`config.mk`:
```
export PLATFORM = sky130hd
export DESIGN_NAME = fec_flash_ctrl
export DESIGN_NICKNAME = d
export VERILOG_FILES = /design/src/core/fec_pkg.sv /design/src/core/fec_flash_ctrl.sv
export VERILOG_INCLUDE_DIRS = /design/src /design/src/core
export SDC_FILE = /design/constraint.sdc
export NUM_CORES = 1
export LEC_CHECK = 0
export BUFFER_PORTS_ARGS = -buffer_cell sky130_fd_sc_hd__clkbuf_2
export CORE_MARGIN = 2
export CORE_UTILIZATION = 40
export CTS_BUF_LIST = sky130_fd_sc_hd__clkbuf_8
export CTS_CLUSTER_SIZE = 10
export DETAILED_ROUTE_END_ITERATION = 7
export SETUP_SLACK_MARGIN = 0.15
export SYNTH_ARGS = -nofsm -noshare
export SYNTH_HDL_FRONTEND = slang
export SYNTH_SLANG_ARGS = --single-unit
export TNS_END_PERCENT = 30
```
`constraint.sdc`:
```
create_clock -name sys_clk -period 2.75 [get_ports sys_clk]
set_input_delay 0 -clock sys_clk [delete_from_list [all_inputs] [get_ports sys_clk]]
set_output_delay 0 -clock sys_clk [all_outputs]
set_load 0.05 [all_outputs]
```
`src/core/fec_cfg.svh`:
```
`ifndef FEC_CFG_SVH
`define FEC_CFG_SVH

// register byte addresses (full 32-bit addresses, all bits compared on the bus)
`define FEC_ADDR_PF_CTRL 32'hFFFF_FE60
`define FEC_ADDR_DF_CTRL 32'hFFFF_FE64
`define FEC_ADDR_PF_KEY 32'h0FFF_FE68
// control register fields
`define FEC_BIT_BUSY 11
`define FEC_BIT_INFO 10
`define FEC_BIT_PAGE 9
`define FEC_BIT_MASS 8
`define FEC_PF_RSV_HI 7
`define FEC_PF_RSV_LO 5
`define FEC_PF_SEL_W 5
`define FEC_DF_SEL_W 6
// program flash write command register (added), key value
`define FEC_ADDR_PF_WRITE 32'hFFFF_FE6C
`define FEC_KEY_VALUE 32'h42DC_157E
`define FEC_ZERO32 32'h0000_0000
// erase and write cycle times in ns
`define FEC_PAGE_ERASE_NS 20000
`define FEC_MASS_ERASE_NS 200000
`define FEC_WRITE_NS 300
`define FEC_CLK_NS 10
`define FEC_CYC(ns) (((ns) + `FEC_CLK_NS - 1) / `FEC_CLK_NS)

`endif

```
`src/core/fec_pkg.sv`:
```
package fec_pkg;
   typedef enum logic [3:0] {
      FEC_IDLE = 4'b0001,
      FEC_PAGE = 4'b0010,
      FEC_MASS = 4'b0100,
      FEC_WRITE = 4'b1000
   } fec_state_e;
   typedef logic [31:0] fec_word_t;
endpackage

```
`src/core/fec_flash_ctrl.sv`:
```
// Local design decision: register access over Wishbone.
`timescale 1ns/1ps
`default_nettype none
`include "fec_cfg.svh"
module fec_flash_ctrl
   import fec_pkg::*;
#(
   parameter int PAGE_CYC = `FEC_CYC(`FEC_PAGE_ERASE_NS),
   parameter int MASS_CYC = `FEC_CYC(`FEC_MASS_ERASE_NS)
) (
   input wire logic sys_clk,
   input wire logic rst_b,
   input wire logic wb_cyc_i,
   input wire logic wb_stb_i,
   input wire logic wb_we_i,
   input wire logic [31:0] wb_adr_i,
   input wire logic [3:0] wb_sel_i,
   input wire fec_pkg::fec_word_t wb_dat_i,
   output fec_pkg::fec_word_t wb_dat_o,
   output logic wb_ack_o,
   output logic wb_err_o,
   output logic pf_info_sel,
   output logic df_info_sel,
   output logic pf_erase_page,
   output logic pf_erase_mass,
   output logic df_erase_page,
   output logic df_erase_mass,
   output logic [4:0] pf_page_sel,
   output logic [5:0] df_page_sel,
   output logic pf_write_strobe,
   output logic pf_busy,
   output logic df_busy
);
   import fec_pkg::*;

   localparam int WRITE_CYC = `FEC_CYC(`FEC_WRITE_NS);

   // registers
   logic pf_info_r, pf_info_nxt, df_info_r, df_info_nxt;
   logic pf_page_r, pf_page_nxt, pf_mass_r, pf_mass_nxt;
   logic df_page_r, df_page_nxt, df_mass_r, df_mass_nxt;
   logic [2:0] pf_rsv_r, pf_rsv_nxt;
   logic [4:0] pf_sel_r, pf_sel_nxt;
   logic [5:0] df_sel_r, df_sel_nxt;
   fec_word_t key_r, key_nxt;
   fec_word_t dat_r, dat_nxt;
   logic ack_r, ack_nxt, err_r, err_nxt;
   logic wstb_r, wstb_nxt;
   fec_state_e pf_st_r, pf_st_nxt, df_st_r, df_st_nxt;
   logic [31:0] pf_cnt_r, pf_cnt_nxt, df_cnt_r, df_cnt_nxt;
   logic pf_busy_r, pf_busy_nxt, df_busy_r, df_busy_nxt;

   logic req, wr, hit_pf, hit_df, hit_key, hit_wr;
   logic pf_done, df_done;
   logic [31:0] wmask;
   assign req = wb_cyc_i && wb_stb_i && !ack_r && !err_r;
   assign wr = req && wb_we_i;
   assign hit_pf = wb_adr_i == `FEC_ADDR_PF_CTRL;
   assign hit_df = wb_adr_i == `FEC_ADDR_DF_CTRL;
   assign hit_key = wb_adr_i == `FEC_ADDR_PF_KEY;
   assign hit_wr = wb_adr_i == `FEC_ADDR_PF_WRITE;
   assign pf_done = (pf_st_r != FEC_IDLE) && (pf_cnt_r == 32'h0000_0001);
   assign df_done = (df_st_r != FEC_IDLE) && (df_cnt_r == 32'h0000_0001);

   // byte-lane mask from sel
   genvar g;
   generate
      for (g = 0; g < 4; g++) begin : g_mask
         assign wmask[8*g +: 8] = {8{wb_sel_i[g]}};
      end
   endgenerate

   // bus slave and register next values
   always_comb begin
      logic [31:0] pfw, dfw;
      pfw = (wb_dat_i & wmask) | ({20'h0_0000, pf_busy, pf_info_r, pf_page_r, pf_mass_r, pf_rsv_r, pf_sel_r} & ~wmask);
      dfw = (wb_dat_i & wmask) | ({20'h0_0000, df_busy, df_info_r, df_page_r, df_mass_r, 2'b00, df_sel_r} & ~wmask);
      pf_info_nxt = pf_info_r;
      df_info_nxt = df_info_r;
      pf_page_nxt = pf_page_r && !pf_done;
      pf_mass_nxt = pf_mass_r && !pf_done;
      df_page_nxt = df_page_r && !df_done;
      df_mass_nxt = df_mass_r && !df_done;
      pf_rsv_nxt = pf_rsv_r;
      pf_sel_nxt = pf_sel_r;
      df_sel_nxt = df_sel_r;
      key_nxt = key_r;
      wstb_nxt = 1'b0;
      ack_nxt = 1'b0;
      err_nxt = 1'b0;
      dat_nxt = `FEC_ZERO32;
      if (req) begin
         ack_nxt = hit_pf || hit_df || hit_key || hit_wr;
         err_nxt = !(hit_pf || hit_df || hit_key || hit_wr);
      end
      // writes to a busy array's control are ignored so a running erase is not disturbed
      if (wr && hit_pf && !pf_busy) begin
         pf_info_nxt = pfw[`FEC_BIT_INFO];
         pf_page_nxt = pfw[`FEC_BIT_PAGE] && !pfw[`FEC_BIT_MASS];
         pf_mass_nxt = pfw[`FEC_BIT_MASS];
         pf_rsv_nxt = pfw[`FEC_PF_RSV_HI:`FEC_PF_RSV_LO];
         pf_sel_nxt = pfw[`FEC_PF_SEL_W-1:0];
      end
      if (wr && hit_df && !df_busy) begin
         df_info_nxt = dfw[`FEC_BIT_INFO];
         df_page_nxt = dfw[`FEC_BIT_PAGE] && !dfw[`FEC_BIT_MASS];
         df_mass_nxt = dfw[`FEC_BIT_MASS];
         df_sel_nxt = dfw[`FEC_DF_SEL_W-1:0];
      end
      if (wr && hit_key) begin
         key_nxt = (key_r & ~wmask) | (wb_dat_i & wmask);
      end
      // a write request only proceeds with the key loaded and the array idle
      if (wr && hit_wr && !pf_busy && key_r == `FEC_KEY_VALUE) begin
         wstb_nxt = 1'b1;
      end
      if (pf_st_r == FEC_WRITE && pf_done) begin
         key_nxt = `FEC_ZERO32;
      end
      if (req && !wb_we_i) begin
         unique case (1'b1)
            hit_pf: dat_nxt = {20'h0_0000, pf_busy, pf_info_r, pf_page_r, pf_mass_r, pf_rsv_r, pf_sel_r};
            hit_df: dat_nxt = {20'h0_0000, df_busy, df_info_r, df_page_r, df_mass_r, 2'b00, df_sel_r};
            hit_key: dat_nxt = key_r;
            default: dat_nxt = `FEC_ZERO32;
         endcase
      end
   end

   // program flash sequencer: start is the cycle after the trigger bit is set
   always_comb begin
      pf_st_nxt = pf_st_r;
      pf_cnt_nxt = pf_cnt_r;
      unique case (pf_st_r)
         FEC_IDLE: begin
            if (pf_mass_r) begin
               pf_st_nxt = FEC_MASS;
               pf_cnt_nxt = 32'(MASS_CYC);
            end else if (pf_page_r) begin
               pf_st_nxt = FEC_PAGE;
               pf_cnt_nxt = 32'(PAGE_CYC);
            end else if (wstb_r) begin
               pf_st_nxt = FEC_WRITE;
               pf_cnt_nxt = 32'(WRITE_CYC);
            end
         end
         FEC_PAGE, FEC_MASS, FEC_WRITE: begin
            pf_cnt_nxt = pf_cnt_r - 32'h0000_0001;
            if (pf_done) begin
               pf_st_nxt = FEC_IDLE;
            end
         end
         default: pf_st_nxt = FEC_IDLE;
      endcase
   end

   // data flash sequencer: erase only; data writes are not interlocked
   always_comb begin
      df_st_nxt = df_st_r;
      df_cnt_nxt = df_cnt_r;
      unique case (df_st_r)
         FEC_IDLE: begin
            if (df_mass_r) begin
               df_st_nxt = FEC_MASS;
               df_cnt_nxt = 32'(MASS_CYC);
            end else if (df_page_r) begin
               df_st_nxt = FEC_PAGE;
               df_cnt_nxt = 32'(PAGE_CYC);
            end
         end
         FEC_PAGE, FEC_MASS: begin
            df_cnt_nxt = df_cnt_r - 32'h0000_0001;
            if (df_done) begin
               df_st_nxt = FEC_IDLE;
            end
         end
         default: df_st_nxt = FEC_IDLE;
      endcase
   end

   // all state registers
   always_ff @(posedge sys_clk or negedge rst_b) begin
      if (!rst_b) begin
         pf_info_r <= 1'b0;
         df_info_r <= 1'b0;
         pf_page_r <= 1'b0;
         pf_mass_r <= 1'b0;
         df_page_r <= 1'b0;
         df_mass_r <= 1'b0;
         pf_rsv_r <= 3'h0;
         pf_sel_r <= 5'h00;
         df_sel_r <= 6'h00;
         key_r <= `FEC_ZERO32;
         dat_r <= `FEC_ZERO32;
         ack_r <= 1'b0;
         err_r <= 1'b0;
         wstb_r <= 1'b0;
         pf_st_r <= FEC_IDLE;
         df_st_r <= FEC_IDLE;
         pf_cnt_r <= `FEC_ZERO32;
         df_cnt_r <= `FEC_ZERO32;
         pf_busy_r <= 1'b0;
         df_busy_r <= 1'b0;
      end else begin
         pf_info_r <= pf_info_nxt;
         df_info_r <= df_info_nxt;
         pf_page_r <= pf_page_nxt;
         pf_mass_r <= pf_mass_nxt;
         df_page_r <= df_page_nxt;
         df_mass_r <= df_mass_nxt;
         pf_rsv_r <= pf_rsv_nxt;
         pf_sel_r <= pf_sel_nxt;
         df_sel_r <= df_sel_nxt;
         key_r <= key_nxt;
         dat_r <= dat_nxt;
         ack_r <= ack_nxt;
         err_r <= err_nxt;
         wstb_r <= wstb_nxt;
         pf_st_r <= pf_st_nxt;
         df_st_r <= df_st_nxt;
         pf_cnt_r <= pf_cnt_nxt;
         df_cnt_r <= df_cnt_nxt;
         pf_busy_r <= pf_busy_nxt;
         df_busy_r <= df_busy_nxt;
      end
   end

   // busy covers a pending trigger too, so software never sees a gap;
   // built from next values so the registered copy tracks the live state with no lag
   assign pf_busy_nxt = pf_st_nxt != FEC_IDLE || pf_page_nxt || pf_mass_nxt || wstb_nxt;
   assign df_busy_nxt = df_st_nxt != FEC_IDLE || df_page_nxt || df_mass_nxt;
   assign pf_busy = pf_busy_r;
   assign df_busy = df_busy_r;
   assign wb_dat_o = dat_r;
   assign wb_ack_o = ack_r;
   assign wb_err_o = err_r;
   assign pf_info_sel = pf_info_r;
   assign df_info_sel = df_info_r;
   assign pf_erase_page = pf_page_r;
   assign pf_erase_mass = pf_mass_r;
   assign df_erase_page = df_page_r;
   assign df_erase_mass = df_mass_r;
   assign pf_page_sel = pf_sel_r;
   assign df_page_sel = df_sel_r;
   assign pf_write_strobe = wstb_r;

   // checks
   chk_pf_page_end: assert property (@(posedge sys_clk) disable iff (!rst_b)
      (pf_st_r == FEC_PAGE && pf_done) |=> !pf_page_r && pf_st_r == FEC_IDLE)
      else $error("page erase bit not cleared at end");
   chk_pf_mass_end: assert property (@(posedge sys_clk) disable iff (!rst_b)
      (pf_st_r == FEC_MASS && pf_done) |=> !pf_mass_r)
      else $error("mass erase bit not cleared at end");
   chk_df_page_end: assert property (@(posedge sys_clk) disable iff (!rst_b)
      (df_st_r == FEC_PAGE && df_done) |=> !df_page_r)
      else $error("data page erase bit not cleared");
   chk_df_mass_end: assert property (@(posedge sys_clk) disable iff (!rst_b)
      (df_st_r == FEC_MASS && df_done) |=> !df_mass_r)
      else $error("data mass erase bit not cleared");
   chk_pf_busy_erase: assert property (@(posedge sys_clk) disable iff (!rst_b)
      $rose(pf_page_r) |-> pf_busy ##1 (pf_st_r == FEC_PAGE && pf_busy))
      else $error("program busy not shown during erase");
   chk_df_busy_idle: assert property (@(posedge sys_clk) disable iff (!rst_b)
      (df_st_r == FEC_IDLE && !df_page_r && !df_mass_r) |-> !df_busy)
      else $error("data busy set while idle");
   chk_key_blocks: assert property (@(posedge sys_clk) disable iff (!rst_b)
      wstb_r |-> $past(key_r) == `FEC_KEY_VALUE)
      else $error("write proceeded without key");
   chk_key_clear: assert property (@(posedge sys_clk) disable iff (!rst_b)
      (pf_st_r == FEC_WRITE && pf_done) |=> key_r == `FEC_ZERO32)
      else $error("key not cleared after write");
   chk_info_sel: assert property (@(posedge sys_clk) disable iff (!rst_b)
      (wr && hit_pf && !pf_busy) |=> pf_info_sel == $past(wb_sel_i[`FEC_BIT_INFO / 8] ? wb_dat_i[`FEC_BIT_INFO] : pf_info_r))
      else $error("info select not written");
   chk_df_info_sel: assert property (@(posedge sys_clk) disable iff (!rst_b)
      (wr && hit_df && !df_busy) |=> df_info_sel == $past(wb_sel_i[`FEC_BIT_INFO / 8] ? wb_dat_i[`FEC_BIT_INFO] : df_info_r))
      else $error("data info select not written");
   chk_pf_busy_write: assert property (@(posedge sys_clk) disable iff (!rst_b)
      pf_write_strobe |-> pf_busy ##1 (pf_st_r == FEC_WRITE && pf_busy))
      else $error("program busy not shown during write");
   chk_df_busy_erase: assert property (@(posedge sys_clk) disable iff (!rst_b)
      ($rose(df_page_r) || $rose(df_mass_r)) |-> df_busy ##1 (df_st_r != FEC_IDLE && df_busy))
      else $error("data busy not shown during erase");
   chk_df_sel_write: assert property (@(posedge sys_clk) disable iff (!rst_b)
      (wr && hit_df && !df_busy && wb_sel_i[0]) |=> df_page_sel == $past(wb_dat_i[`FEC_DF_SEL_W-1:0]))
      else $error("data page selector not written");
   // main scenarios: every erase kind ends and a keyed write completes
   cov_pf_page: cover property (@(posedge sys_clk) disable iff (!rst_b) pf_st_r == FEC_PAGE && pf_done);
   cov_pf_mass: cover property (@(posedge sys_clk) disable iff (!rst_b) pf_st_r == FEC_MASS && pf_done);
   cov_df_page: cover property (@(posedge sys_clk) disable iff (!rst_b) df_st_r == FEC_PAGE && df_done);
   cov_df_mass: cover property (@(posedge sys_clk) disable iff (!rst_b) df_st_r == FEC_MASS && df_done);
   cov_pf_write: cover property (@(posedge sys_clk) disable iff (!rst_b) pf_st_r == FEC_WRITE && pf_done);
endmodule
`default_nettype wire

```
==> impl_metrics.json <==
{
  "status": "completed",
  "rsz0062_at_grt": "false",
  "synth_cells": 746,
  "drc": 0,
  "synth_cell_types": 67,
  "cp.required_ps": 3090,
  "maxCapViolations": 0,
  "p_leak_nw": 4.41,
  "clock.fmax_ghz": 0.414,
  "drive_gt1_share_pct": 22.7,
  "synthSimpleGateAreaFrac_pct": 24.8,
  "core_sq_um": 18500,
  "synth_xor_area_share_pct": 2.57,
  "first_pass_iters": 5,
  "worst_pin_slew_ps": 957,
  "yosysTopAreaCellShare_pct": 53.1,
  "synth-main-ff-cell": "dfrtp_1",
  "cts_resized": 0,
  "grt_max_degree": 68,
  "cts.root.buffer_cell": "clkbuf_8",
  "start_util_pct": 40.5,
  "std_cell_rows": 50,
  "grt_pass1_vias": 6053,
  "syn-cell-area_sq_um": 7490,
  "synth_adder_area_share_pct": 0.668,
  "synth_top_family_by_area": "simple AND/OR/NAND/NOR gates",
  "cts_buffers": 17,
  "relSlewSlack_pct": 35.8,
  "insertion_delay_ps": 460,
  "avgRoutedWirePerCell_um": 16.8,
  "setup-tns-final_ps": 0,
  "grt_usage_pct": 20.3,
  "ios": 127,
  "postCtsHoldBufs": 36,
  "finalWirelength_um": 19500,
  "viasPerCell": 5.47,
  "synth_top_cell_by_area": "dfrtp_1",
  "clockBufferDepth": 2,
  "synth-seq-cells": 161,
  "powerDensity_nw_per_um2": 498,
  "synth_edf_count": 0,
  "grt_pass1_wl_um": 31900,
  "gr-total-overflow": 0,
  "syn_area_per_cell_sq_um": 10.0,
  "synth_fp_nets": 823,
  "syn2layout_area_growth_pct": 23.6,
  "die_x_um": 141,
  "worstPathArrival_ps": 2750,
  "place_congestion": 0.846,
  "dpl.cell_count": 1095,
  "fin_nets": 993,
  "finalCritPeriodShare_pct": 87.8,
  "htree_levels": 4,
  "synthTopCellsByArea": "dfrtp_1, nand2_1, nor2_1",
  "fin_crit_ps": 2410,
  "synthMuxAreaShare_pct": 2.67,
  "cts_sinks": 161,
  "chipHeight_um": 141,
  "post_layout_nonfiller_instances": 1162,
  "dpl-instance-area_sq_um": 8480,
  "start_kind": "flop",
  "antenna_left": 0,
  "cp_max_fo": 9,
  "cp-end-kind": "flop",
  "port_buffers": 126,
  "ys_warn_count": 0,
  "cts.reportedPaths.clkPinSlew_ps": 80,
  "synth-seq-area-share_pct": 53.8,
  "clock_skew_ps": 14.6,
  "hold_path_class": "in2reg",
  "cts_tree": "done",
  "max-vdd-ir-drop_mv": 0.304,
  "die_area_sq_um": 19800,
  "slew_viol_final": 0,
  "synthArstFlopShare_pct": 100,
  "hold_viol_final": 0,
  "synth_compound_area_share_pct": 12.9,
  "post_cts_buffers": 0,
  "dr_total_vias": 6356,
  "finalSetupViolations": 0,
  "hpwl_um": 13900,
  "final_area_sq_um": 9260,
  "diodes": 0,
  "antenna_found_initial": 0,
  "drt_iter0_drc": 355,
  "critical_path_class": "reg2reg"
}
path summary, 6_finish.rpt:
| path | from | to | slack [ps] | depth (start not counted) |
|---|---|---|---|---|
| min | wb_we_i | wb_dat_o[7] | 60 | 3 |
| max | pf_st_r[2] | pf_cnt_r[26] | 340 | 6 |
| min reg2reg | df_cnt_r[16] | df_cnt_r[16] | 470 | 1 |
| max in group asynchronous | rst_b | pf_cnt_r[10] | 1780 | 3 |
| min in group asynchronous | rst_b | wb_dat_o[24] | 100 | 2 |
| max reg2reg | pf_st_r[2] | pf_cnt_r[26] | 340 | 6 |
synthesized netlist by cell type (all sizes together) (3+ instances only):
master	number
nor3	22
nor4	19
o311ai	7
a211oi	5
xor2	19
nand2	98
clkbuf	25
dfrtp	159
or4b	5
nand4b	8
buf	8
or3	6
a21oi	48
a222oi	10
o211ai	16
and3	10
or4	12
nor2	73
nand2b	8
mux2	16
nor4b	5
nand4	13
xnor2	3
ha	4
nor2b	4
o31ai	9
inv	13
o41ai	6
o21ai	23
nand3b	5
nand3	31
and2	23
or2	3
report_power, final:
part	total [mW]	switching, mW	leakage (nW)	internal [mW]
Clock	1.88	0.897	0.217	0.985
Sequential	2.42	0.0250	2.20	2.39
Combinational	0.316	0.187	2.00	0.129
through the flow:
stage	hold slack, ps	power [mW]	setup slack (ps)	util (%)
floorplan	-296	2.57	439	-
global placement	51.4	2.74	299	45.8
detailed placement	56.4	2.74	242	45.8
CTS	37.1	4.66	340	50.0
global route	62.6	4.82	151	50.0
finish	56.8	4.61	337	50.0
critical path, stage by stage (launching register included):
cell	delay, ps
dfrtp_1	470
nor4b_4	570
o31ai_2	290
a211oi_4	300
or4b_1	470
xor2_1	150
nor2_1	50
logic make-up after synthesis:
kind of cell	count (synthesis)
adder cells (fa/ha/maj)	4
XOR/XNOR	22
AO/OA/AOI/OAI	142
buffers and inverters	46
flip-flops	161
multiplexers	18
other	1
AND/OR/NAND/NOR	352
placed cells by master (no fill, tap or decap), types with 10 or more instances in the layout:
master	instances
nor4_1	17
nor3_1	21
xor2_1	19
a222oi_1	10
inv_1	14
nor2_1	72
buf_4	20
dfrtp_1	159
nand3_1	31
nand2_1	98
clkbuf_2	125
and2_1	22
dlygate4sd3_1	36
o21ai_0	21
clkbuf_8	17
and3_1	10
or4_1	12
a21oi_1	48
mux2_2	16
nand4_1	12
o211ai_1	16
per-layer routing:
layer | wire length (um) | share of wire, % | track usage (%)
met1 | 9450 | 49 | 30.1
met2 | 8970 | 46 | 30.9
met3 | 874 | 4.5 | 4.21
met4 | 172 | 0.88 | 4.42
met5 | 0 | 0 | 0
flip-flops by register name, indices dropped and copies added, names as in the netlist, named ones only:
register	count
df_busy	1
wb_dat_o	32
df_erase_mass	1
pf_erase_mass	1
df_cnt_r	32
wb_err_o	1
df_st_r	4
pf_cnt_r	32
df_erase_page	1
wb_ack_o	1
pf_st_r	4
pf_write_strobe	1
pf_busy	1
key_r	32
pf_erase_page	1
layout make-up:
| class | instances | area (sq um) |
|---|---|---|
| tap | 234 | 293 |
| clock buffer | 17 | 234 |
| sequential | 161 | 4030 |
| multi-input combinational | 539 | 3280 |
| fill | 1725 | 9250 |
| clock inverter | 14 | 190 |
| timing repair buffer | 184 | 1190 |
| inverter | 13 | 48.8 |
Power figures use the tool's default switching activity.
